`src/core/msr_pkg.sv`:
```
// constants shared by the multi-rail supervisor block
// assumes a single 250 MHz core clock and byte-addressed register offsets
package msr_pkg;
	// ---------------------------------------------------------------
	// timebase
	// ---------------------------------------------------------------
	localparam int CLK_MHZ = 250;
	localparam int CNT_W = 32;
	localparam int RESET_MIN_MS = 140;
	// least time: exact at this rate, no rounding needed
	localparam int RESET_MIN_CYC = RESET_MIN_MS * CLK_MHZ * 1000;
	localparam int WDOG_TYP_MS = 1600;
	localparam int WDOG_CYC = WDOG_TYP_MS * CLK_MHZ * 1000;
	localparam int MARGIN_DLY_NS = 1000;
	localparam int MARGIN_DLY_CYC = (MARGIN_DLY_NS * CLK_MHZ + 999) / 1000;
	localparam int RAIL_DEFAULT = 8;
	// ---------------------------------------------------------------
	// register map
	// ---------------------------------------------------------------
	localparam int ADDR_W = 8;
	localparam logic [7:0] ADDR_STATUS = 8'h00;
	localparam logic [7:0] ADDR_MASK = 8'h04;
	localparam logic [7:0] ADDR_LIVE = 8'h08;
	localparam logic [7:0] ADDR_EXT_TIMEOUT = 8'h0C;
	localparam int EVT_W = 11;
	localparam int EVT_WDOG = 8;
	localparam int EVT_MANUAL = 9;
	localparam int EVT_RELEASE = 10;
	localparam int LIVE_RESET = 8;
	localparam int LIVE_BAND = 9;
	localparam int LIVE_PEND = 10;
	localparam int LIVE_CAPSEL = 11;
	localparam logic [10:0] STATUS_RST = 11'h000;
	localparam logic [10:0] MASK_RST = 11'h000;
	localparam logic [31:0] EXT_TIMEOUT_RST = 32'h0216_0EC0;
endpackage

```
`src/core/multi_rail_supervisor_reset.sv`:
```
// multi-rail supervisor: per-rail fault flags, stretched system reset,
// watchdog, margin override, small register file with interrupt
// assumes all inputs synchronous to core_clk except the watchdog kick
//
// Operation
// RL1 - each rail flag goes low while its comparator reports below threshold and returns high once it is above again.
// RL2 - system reset goes low as soon as any rail is low or manual reset is pulled low.
// RL3 - once all causes clear, reset stays low for one whole timeout, restarting if a cause returns.
// RL4 - with the internal timeout selected, the stretch lasts at least 140ms.
// RL5 - the stretch length may instead come from an external setting held as a configurable count.
// RL6 - the band select input picks 5% when low and 10% when high, for all rails.
// RL7 - the watchdog asserts reset when the kick input stays quiet longer than its timeout of 1.6s.
// RL8 - an undriven kick input disables the watchdog; otherwise it must toggle within each timeout.
// RL9 - while margin testing, all rail flags and system reset are deasserted.
// RL10 - the rail count is four, six or eight, one flag per rail, all rails feeding the reset.
// RL11 - manual reset is active low and an undriven input counts as inactive.
// RL12 - while margin is held low every output stays high and frozen whatever the rails do; here only rail flags and reset are held, thresholdBand still follows.
// RL13 - the watchdog keeps counting in margin; a timeout then fires reset a fixed delay after release.
// RL14 - the watchdog count restarts on either edge of the kick, after synchronising it.
// RL15 - stretch and watchdog periods come from one timebase with parameterised terminal counts.
//
// The strobed register port and the register addresses were chosen for this implementation.
`timescale 1ns/1ps
`default_nettype none
module multi_rail_supervisor_reset
	import msr_pkg::*;
#(
	parameter int RAIL_COUNT = RAIL_DEFAULT,
	parameter int RESET_CYCLES = RESET_MIN_CYC,
	parameter int WDOG_CYCLES = WDOG_CYC,
	parameter int MARGIN_CYCLES = MARGIN_DLY_CYC
) (
	input wire logic core_clk,
	input wire logic arst_n,
	input wire logic [RAIL_COUNT-1:0] railSense,
	input wire logic manualReset_n,
	input wire logic thresholdBandSel,
	input wire logic timeoutCapSel,
	input wire logic marginTest_n,
	input wire logic watchdogKick,
	input wire logic watchdogKickDriven,
	input wire logic [ADDR_W-1:0] regAddr,
	input wire logic [31:0] regWrData,
	input wire logic regWr,
	input wire logic regRd,
	output logic [31:0] regRdData,
	output logic irq,
	output logic [RAIL_COUNT-1:0] railOkFlag,
	output logic sysReset_n,
	output logic thresholdBand
);
	// ---------------------------------------------------------------
	// supervisor state
	// ---------------------------------------------------------------
	logic kickMeta_r, kickSync_r, kickPrev_r;
	logic [CNT_W-1:0] wdCnt_r, wdCnt_nxt;
	logic [CNT_W-1:0] stCnt_r, stCnt_nxt;
	logic [CNT_W-1:0] mdCnt_r, mdCnt_nxt;
	logic mdPend_r, mdPend_nxt;
	logic resetActive_r, resetActive_nxt;
	logic [RAIL_COUNT-1:0] railOkFlag_nxt;
	logic [RAIL_COUNT-1:0] railFaultPrev_r;
	logic sysReset_n_nxt;
	logic mrPrev_r;
	logic thresholdBand_nxt;
	logic kickEdge, wdFire, mdFire, cause;
	logic [RAIL_COUNT-1:0] railFault;
	logic [CNT_W-1:0] extTerm, stTerm;
	// register file
	logic [EVT_W-1:0] status_r, status_nxt, mask_r, mask_nxt, evt;
	logic [31:0] extTimeout_r, extTimeout_nxt;
	logic [31:0] regRdData_nxt, live;
	logic irq_nxt;

	function automatic logic [CNT_W-1:0] cntTerm(input int cycles);
		cntTerm = CNT_W'(cycles - 1);
	endfunction

	// ---------------------------------------------------------------
	// next-state logic
	// ---------------------------------------------------------------
	always_comb begin
		railFault = ~railSense;
		kickEdge = kickSync_r ^ kickPrev_r;
		wdFire = 1'b0;
		mdFire = 1'b0;
		mdPend_nxt = mdPend_r;
		mdCnt_nxt = mdCnt_r;
		// watchdog held idle while reset is out, so it restarts after
		if (!watchdogKickDriven || kickEdge || resetActive_r) begin // RL8 RL14
			wdCnt_nxt = '0;
		end else if (wdCnt_r == cntTerm(WDOG_CYCLES)) begin // RL7 RL15
			wdCnt_nxt = '0;
			wdFire = 1'b1;
		end else begin
			wdCnt_nxt = wdCnt_r + 1'b1;
		end
		// timeout inside margin is parked and replayed after release
		if (!marginTest_n) begin // RL13
			mdCnt_nxt = '0;
			if (wdFire) begin
				mdPend_nxt = 1'b1;
			end
		end else if (mdPend_r) begin
			if (mdCnt_r == cntTerm(MARGIN_CYCLES)) begin // RL13
				mdFire = 1'b1;
				mdPend_nxt = 1'b0;
				mdCnt_nxt = '0;
			end else begin
				mdCnt_nxt = mdCnt_r + 1'b1;
			end
		end
		// zero would never expire, so the register minimum is one cycle
		extTerm = (extTimeout_r == '0) ? 32'h0000_0001 : extTimeout_r;
		stTerm = timeoutCapSel ? CNT_W'(RESET_CYCLES) : extTerm; // RL4 RL5
		cause = (|railFault) || !manualReset_n // RL2 RL10 RL11
			|| (wdFire && marginTest_n) || mdFire; // RL7
		if (cause) begin // RL3
			resetActive_nxt = 1'b1;
			stCnt_nxt = '0;
		end else if (resetActive_r) begin
			// a term shortened mid-stretch must not let the count wrap
			if (stCnt_r >= stTerm - 1'b1) begin // RL3 RL15
				resetActive_nxt = 1'b0;
				stCnt_nxt = '0;
			end else begin
				resetActive_nxt = 1'b1;
				stCnt_nxt = stCnt_r + 1'b1;
			end
		end else begin
			resetActive_nxt = 1'b0;
			stCnt_nxt = '0;
		end
		if (marginTest_n) begin
			railOkFlag_nxt = railSense; // RL1
			sysReset_n_nxt = ~resetActive_nxt; // RL2
		end else begin
			railOkFlag_nxt = '1; // RL9 RL12
			sysReset_n_nxt = 1'b1; // RL9 RL12
		end
		thresholdBand_nxt = thresholdBandSel; // RL6
	end

	always_ff @(posedge core_clk or negedge arst_n) begin
		if (!arst_n) begin
			kickMeta_r <= 1'b0;
			kickSync_r <= 1'b0;
			kickPrev_r <= 1'b0;
			wdCnt_r <= '0;
			stCnt_r <= '0;
			mdCnt_r <= '0;
			mdPend_r <= 1'b0;
			resetActive_r <= 1'b1;
			railOkFlag <= '0;
			railFaultPrev_r <= '0;
			sysReset_n <= 1'b0;
			mrPrev_r <= 1'b1;
			thresholdBand <= 1'b0;
		end else begin
			kickMeta_r <= watchdogKick;
			kickSync_r <= kickMeta_r;
			kickPrev_r <= kickSync_r;
			wdCnt_r <= wdCnt_nxt;
			stCnt_r <= stCnt_nxt;
			mdCnt_r <= mdCnt_nxt;
			mdPend_r <= mdPend_nxt;
			resetActive_r <= resetActive_nxt;
			railOkFlag <= railOkFlag_nxt;
			railFaultPrev_r <= railFault;
			sysReset_n <= sysReset_n_nxt;
			mrPrev_r <= manualReset_n;
			thresholdBand <= thresholdBand_nxt;
		end
	end

	// ---------------------------------------------------------------
	// register file and interrupt
	// ---------------------------------------------------------------
	always_comb begin
		evt = '0;
		evt[RAIL_COUNT-1:0] = railFault & ~railFaultPrev_r;
		evt[EVT_WDOG] = wdFire;
		evt[EVT_MANUAL] = mrPrev_r && !manualReset_n;
		evt[EVT_RELEASE] = resetActive_r && !resetActive_nxt;
		live = '0;
		live[RAIL_COUNT-1:0] = railFault;
		live[LIVE_RESET] = resetActive_r;
		live[LIVE_BAND] = thresholdBand;
		live[LIVE_PEND] = mdPend_r;
		live[LIVE_CAPSEL] = timeoutCapSel;
		status_nxt = status_r;
		mask_nxt = mask_r;
		extTimeout_nxt = extTimeout_r;
		if (regWr) begin
			unique case (regAddr)
				ADDR_STATUS: status_nxt = status_r & ~regWrData[EVT_W-1:0];
				ADDR_MASK: mask_nxt = regWrData[EVT_W-1:0];
				ADDR_EXT_TIMEOUT: extTimeout_nxt = regWrData;
				default: status_nxt = status_r;
			endcase
		end
		// an event in the clearing cycle survives the clear
		status_nxt = status_nxt | evt;
		regRdData_nxt = '0;
		if (regRd) begin
			unique case (regAddr)
				ADDR_STATUS: regRdData_nxt = {21'h000000, status_r};
				ADDR_MASK: regRdData_nxt = {21'h000000, mask_r};
				ADDR_LIVE: regRdData_nxt = live;
				ADDR_EXT_TIMEOUT: regRdData_nxt = extTimeout_r;
				default: regRdData_nxt = '0;
			endcase
		end
		irq_nxt = |(status_nxt & mask_nxt);
	end

	always_ff @(posedge core_clk or negedge arst_n) begin
		if (!arst_n) begin
			status_r <= STATUS_RST;
			mask_r <= MASK_RST;
			extTimeout_r <= EXT_TIMEOUT_RST;
			regRdData <= '0;
			irq <= 1'b0;
		end else begin
			status_r <= status_nxt;
			mask_r <= mask_nxt;
			extTimeout_r <= extTimeout_nxt;
			regRdData <= regRdData_nxt;
			irq <= irq_nxt;
		end
	end

	// ---------------------------------------------------------------
	// checks
	// ---------------------------------------------------------------
	chk_rail_flag_follow: assert property ( // RL1
		@(posedge core_clk) disable iff (!arst_n)
		(arst_n && marginTest_n) |=> (railOkFlag == $past(railSense)))
		else $error("rail flag does not follow rail level");

	chk_reset_on_cause: assert property ( // RL2
		@(posedge core_clk) disable iff (!arst_n)
		(marginTest_n && (!(&railSense) || !manualReset_n))
			|=> !sysReset_n)
		else $error("reset not asserted on rail low or manual reset");

	chk_stretch_holds: assert property ( // RL3
		@(posedge core_clk) disable iff (!arst_n)
		(resetActive_r && (stCnt_r < stTerm - 1'b1)) |=> resetActive_r)
		else $error("reset released before timeout expired");

	chk_internal_period: assert property ( // RL4
		@(posedge core_clk) disable iff (!arst_n)
		($fell(resetActive_r) && $past(timeoutCapSel))
			|-> ($past(stCnt_r) == cntTerm(RESET_CYCLES)))
		else $error("internal stretch period wrong");

	chk_external_period: assert property ( // RL5
		@(posedge core_clk) disable iff (!arst_n)
		($fell(resetActive_r) && !$past(timeoutCapSel))
			|-> ($past(stCnt_r) == $past(extTerm) - 1'b1))
		else $error("external stretch period wrong");

	chk_band_select: assert property ( // RL6
		@(posedge core_clk) disable iff (!arst_n)
		$changed(thresholdBandSel) |=> (thresholdBand == $past(thresholdBandSel)))
		else $error("band select not taken");

	chk_wdog_fires: assert property ( // RL7
		@(posedge core_clk) disable iff (!arst_n)
		(wdFire && marginTest_n) |=> (resetActive_r && !sysReset_n))
		else $error("watchdog timeout did not assert reset");

	chk_wdog_idle: assert property ( // RL8
		@(posedge core_clk) disable iff (!arst_n)
		!watchdogKickDriven |=> (wdCnt_r == '0))
		else $error("watchdog counts while kick undriven");

	chk_kick_restart: assert property ( // RL14
		@(posedge core_clk) disable iff (!arst_n)
		kickEdge |=> (wdCnt_r == '0))
		else $error("kick edge did not restart watchdog");

	chk_margin_outputs: assert property ( // RL9
		@(posedge core_clk) disable iff (!arst_n)
		(arst_n && !marginTest_n) |=> (sysReset_n && (&railOkFlag)))
		else $error("outputs not deasserted during margin");

	chk_margin_replay: assert property ( // RL13
		@(posedge core_clk) disable iff (!arst_n)
		($rose(marginTest_n) && mdPend_r)
			|-> ##[0:1000] (resetActive_r || !marginTest_n))
		else $error("parked watchdog timeout not replayed");

	chk_wdog_limit: assert property ( // RL15
		@(posedge core_clk) disable iff (!arst_n)
		wdCnt_r <= cntTerm(WDOG_CYCLES))
		else $error("watchdog count beyond its terminal value");

	// read data stands one cycle only, zero otherwise
	chk_read_idle: assert property (
		@(posedge core_clk) disable iff (!arst_n)
		(arst_n && !regRd) |=> (regRdData == '0))
		else $error("read data not cleared outside a read");
endmodule // multi_rail_supervisor_reset
`default_nettype wire

```
`config.mk`:
```
export PLATFORM = sky130hd
export DESIGN_NAME = multi_rail_supervisor_reset
export DESIGN_NICKNAME = d
export VERILOG_FILES = /design/src/core/msr_pkg.sv /design/src/core/multi_rail_supervisor_reset.sv
export SDC_FILE = /design/constraint.sdc
export NUM_CORES = 1
export LEC_CHECK = 0
export ABC_AREA = 1
export BUFFER_PORTS_ARGS = -buffer_cell sky130_fd_sc_hd__buf_2
export CELL_PAD_IN_SITES_DETAIL_PLACEMENT = 0
export CELL_PAD_IN_SITES_GLOBAL_PLACEMENT = 2
export CORE_UTILIZATION = 36
export CTS_CLUSTER_SIZE = 40
export DETAILED_ROUTE_END_ITERATION = 8
export HOLD_SLACK_MARGIN = 0.1
export PLACE_DENSITY = 0.93
export SLEW_MARGIN = 10
export SYNTH_ARGS = -nofsm -noshare
export SYNTH_HDL_FRONTEND = slang
export SYNTH_SLANG_ARGS = --single-unit
```
`constraint.sdc`:
```
create_clock -name core_clk -period 4.6 [get_ports core_clk]
set_input_delay 1.38 -clock core_clk [delete_from_list [all_inputs] [get_ports core_clk]]
set_output_delay 1.38 -clock core_clk [all_outputs]
set_load 0.03 [all_outputs]
```
# == After elaboration in Yosys (flattened, before gate mapping) ==
# Cells that the tools add are included.
# word_totals
reg_bits,207
in_bits,58
output_inout_bits,43
elab_cells,85
# op_classes
addsub,4
magnitude_cmp,1
eq_ne,6
muxes,30
bitwise_logic,9
reduce_logical,17
# ops
cell,n
$mux 32,11
$pmux 32 s4,1
$add 32x1->32 const B,3
$mux 11,4
$eq 32x29->1 const B,1
$eq 32x8->1 const B,1
$ge 32x32->1,1
$logic_not 32->1,1
$sub 32x1->32 const B,1
$and 11x11->11,2
$eq 8x4->1 const B,2
$not 8->8,2
$mux 1,13
$not 11->11,1
$or 11x11->11,1
$reduce_or 11->1,1
$and 8x8->8,1
$eq 8x3->1 const B,1
$logic_not 8->1,1
$mux 8,1
$reduce_or 8->1,1
$logic_or 1x1->1,5
$logic_and 1x1->1,3
$logic_not 1->1,3
5 further kinds,5

# == Logic depth before layout (Yosys ltp) ==
# logic_depth
word_depth,13
ltp_mapped,27
depth_no_buf,26

# == Least setup slack after synthesis ==
# No wires, ideal clock.
# synth_timing
path_type,in2reg
start,input timeoutCapSel
end,register stCnt_r[30]
arrival_ps,3900
path_slack_ps,629
path_stages,23
path_buffers,2
cell_sequence,buf_6 inv_4 nand2_1 ha_1 nand3_2 nor2_4 nand2_2 nor2_4 nand4_4 nor2_2 xor2_1 inv_1 ha_1 nand2_1 o21ai_0 nand2_1 nand2_1 nor2_1 nand2_1 nor2_2 buf_6 nand2_1 nor2_1
# synth_between
elab_chain_len,6
# synth_lines
item,line,source
"start, declared",multi_rail_supervisor_reset.sv:38,"input wire logic timeoutCapSel,"
$mux 32,multi_rail_supervisor_reset.sv:115,stTerm = timeoutCapSel ? CNT_W'(RESET_CYCLES) : extTerm;
$sub 32x1->32,multi_rail_supervisor_reset.sv:123,if (stCnt_r >= stTerm - 1'b1) begin
$ge 32x32->1,multi_rail_supervisor_reset.sv:123,
$mux 32,multi_rail_supervisor_reset.sv:123,
$mux 32,multi_rail_supervisor_reset.sv:121,end else if (resetActive_r) begin
$mux 32,multi_rail_supervisor_reset.sv:118,if (cause) begin
via stCnt_nxt[30],multi_rail_supervisor_reset.sv:57,"logic [CNT_W-1:0] stCnt_r, stCnt_nxt;"
"end signal, assigned",multi_rail_supervisor_reset.sv:164,stCnt_r <= stCnt_nxt;
"end, declared",multi_rail_supervisor_reset.sv:57,
# The timed path passes the listed nets, and every way through them passes these cells.
# A chain may end at the register's enable or synchronous reset.

# == Worst setup path after layout ==
# layout_timing
start,input timeoutCapSel
end,register stCnt_r[23]
# The elaborated chain is that of the path after synthesis.

==> flow_metrics.py <==
metrics = {
    "run_status": {
        "outcome": "finished clean",
    },
    "sta": {
        "rsz0062_at_grt": "no",
        "finalSetupViolCount": 0,
        "tightest_slew_ns": 0.876,
        "max_freq_ghz": 0.258,
        "hold_viol_final": 0,
        "period_needed_ns": 3.87,
        "tns_ns": 0,
        "maxSlewHeadroom_pct": 41.5,
        "fin_worst_skew_ns": 0.0168,
        "fin_crit_sh_pct": 84.1,
        "maxSlewViolCount": 0,
    },
    "clock_network": {
        "holdBufCountCts": 0,
        "post_cts_buffers": 0,
        "cts_sinks": 207,
        "clkLatencyLatePin_ns": 0.53,
        "clk_path_buf_depth": 3,
        "cts_tree": "done",
        "path_clk_slew_ns": 0.06,
        "root_buffer": "clkbuf_16",
        "clock_tree.htree_level_count": 1,
        "ctsResizeCount": 0,
        "cts_buffers": 24,
    },
    "global_route": {
        "antenna_found_initial": 1,
        "grt_usage_pct": 20.0,
        "grt_use_met2_pct": 33.6,
        "use_met1_pct": 27.3,
        "grt_pass1_vias": 10378,
        "grt_pass1_wl_um": 54300,
        "grt_max_degree": 105,
        "grt-busiest-layer": "met2",
        "grt.overflow.total": 0,
        "met3_usage_pct": 2.71,
    },
    "logic_synthesis": {
        "synth_cells": 1544,
        "synthTopCellsByArea": "dfrtp_1 41%, nand2_1 9.9%, nor2_1 6.9%",
        "synth_area_mm2": 0.0120,
        "synth.avg_cell_area_um2": 7.76,
        "synth_cell_types": 56,
        "ys.flop_type": "dfrtp_1",
        "yosysTopAreaCell": "dfrtp_1",
        "synth_top_area_share_pct": 40.9,
        "synth.most_common_cell": "nand2_1",
        "synth-seq-area-share_pct": 43.4,
        "syn-num-nets": 1639,
        "yosys_warnings": 0,
        "synth_common_cells": "315 x nand2_1, 219 x nor2_1, 196 x dfrtp_1, 186 x inv_1, 81 x nand3_1",
        "synthArstFlopShare_pct": 100,
        "synth_enable_flop_cells": 0,
        "ys_ff_latch": 207,
    },
    "critical_path": {
        "critical_path_arrival_ns": 4.32,
        "worstPathMaxFanout": 11,
        "cp_top_family": "simple AND/OR/NAND/NOR gates",
        "critPathBufInv": 3,
        "endpoint_kind": "flop",
        "cp.required_ns": 5.05,
        "worstSetupPathType": "in2reg",
        "cp-start-kind": "input pin",
        "cp_slowest_stage_delay_ns": 0.28,
        "cp_cell_sequence": "buf_2 -> buf_4 -> nor2_1 -> nand2_1 -> nor2_1 -> nand2_1 -> nor2_1 -> nand2_1 -> xor2_1 -> ha_1 -> a21oi_1 -> o21a_1 -> a21oi_1 -> nor2_1 -> nand2_1 -> nor2_2 -> buf_12 -> nand2_1 -> nor2_1",
        "cp_slowest_cell": "nor2_1",
    },
    "detailed_routing": {
        "drc": 0,
        "via_per_inst": 4.95,
        "vias": 10509,
        "totalWireLength_um": 33200,
        "dr.pass1.iters": 6,
        "drt_iter0_drc": 620,
        "ant_nets": 0,
        "wl_per_cell_um": 15.7,
    },
    "floorplanning": {
        "die_y_um": 184,
        "ios": 101,
        "floorplan.rows": 66,
        "die_x_um": 184,
        "dieArea_mm2": 0.0340,
        "core_mm2": 0.0326,
        "start_util_pct": 36.7,
    },
    "pwr": {
        "leakagePower_nw": 6.45,
        "p_per_area_mw_per_mm2": 304,
        "ir_drop_uv": 247,
    },
    "worst_hold_path": {
        "min_path_type": "reg2reg",
    },
    "finish": {
        "final_nets": 1757,
        "fill_cells": 3410,
        "drive_above_1_share_pct": 16.3,
        "antenna_cells": 0,
        "area_growth_pct": 15.9,
        "final_area_mm2": 0.0139,
    },
    "placement": {
        "dpl_cell_area_mm2": 0.0130,
        "hpwl_um": 25000,
        "place_congestion": 0.915,
        "portBuffers": 100,
    },
    "run": {
        "maxCapViolCount": 0,
    },
}
path summary, 6_finish.rpt:
kind,start,endpoint,slack (ns),depth (start not counted)
max in group asynchronous,arst_n,resetActive_r$_DFF_PN1_,2.72,2
min in group asynchronous,arst_n,stCnt_r[26]$_DFF_PN0_,0.89,1
worst min register to register,kickMeta_r$_DFF_PN0_,kickSync_r$_DFF_PN0_,0.39,0
worst max-delay path,timeoutCapSel,stCnt_r[23]$_DFF_PN0_,0.73,19
worst max register to register,extTimeout_r[10]$_DFFE_PN1P_,stCnt_r[23]$_DFF_PN0_,0.89,26
worst min-delay path,kickMeta_r$_DFF_PN0_,kickSync_r$_DFF_PN0_,0.39,0
report_power, final:
part	total [mW]	switching (mW)	internal [mW]	leakage, nW
Sequential	1.88	0.0183	1.86	2.66
Combinational	0.297	0.209	0.0875	3.38
Clock	2.04	0.787	1.25	0.412
cells by family after synthesis:
group,count (synthesis),share of synthesized area [%]
simple gates,833,32.6
buf+inv,232,7.88
flops,207,43.4
compound gates,181,8.39
xor+xnor,54,3.95
fa+ha+maj,37,3.87
cell usage in the layout (no fill, tap or decap), types with 2 or more instances in the layout:
master,n
o21ai_1,11
nand4_1,40
buf_2,99
nand3_1,81
nor2_2,24
dfrtp_1,196
a31oi_1,7
a221oi_1,6
inv_2,13
nand2_1,314
xnor2_1,12
clkbuf_1,7
inv_1,186
clkbuf_16,24
a21o_1,2
a21oi_1,70
bufinv_16,4
ha_1,37
dfstp_2,11
nor2_1,219
and3_1,2
clkinv_2,3
xor2_1,42
nor4_2,2
clkbuf_8,4
nor3_2,10
nor4_1,17
o22ai_1,21
nor3b_1,3
buf_4,22
nor3_1,68
nand4_2,2
nand2_2,14
nand3b_1,2
nor2_4,10
o21ai_0,54
or2_2,10
nand3_2,8
per-layer routing:
metal  up-vias  wire length (µm)  share of wire [%]
li1       5288                 -                  -
met1      4977             15200                 46
met2       199             16100                 48
met3        45              1350                4.1
met4         0               632                1.9
met5         -                 0                  0
state kept, by name (all words and copies together), names as in the netlist:
signal / flops
extTimeout_r: 32
irq: 1
kickMeta_r: 1
kickPrev_r: 1
kickSync_r: 1
mask_r: 11
mdCnt_r: 32
mdPend_r: 1
mrPrev_r: 1
railFaultPrev_r: 8
railOkFlag: 8
regRdData: 32
resetActive_r: 1
stCnt_r: 32
status_r: 11
sysReset_n: 1
thresholdBand: 1
wdCnt_r: 32
through the flow:
stage	setup slack, ns	total power [mW]	utilization (%)	hold slack (ns)	std cells
2_1_floorplan	0.629	2.07	-	0.331	1544
3_3_place_gp	0.280	2.21	40.0	0.369	2078
3_5_place_dp	0.212	2.21	40.0	0.383	2078
4_1_cts	0.753	4.27	42.6	0.396	2122
5_1_grt	0.486	4.38	42.6	0.413	2122
6_report	0.731	4.21	42.6	0.387	2122
cell type report:
cell class / count / area (µm²) / area share [%]
multi-input cells: 1105 / 5840 / 42.1
flip-flops and latches: 207 / 5190 / 37.4
inverters: 201 / 757 / 5.45
repair buffers: 123 / 696 / 5.01
clock buffers: 35 / 682 / 4.91
well taps: 442 / 553 / 3.98
clock inverters: 9 / 160 / 1.15
Power figures use the tool's default switching activity.
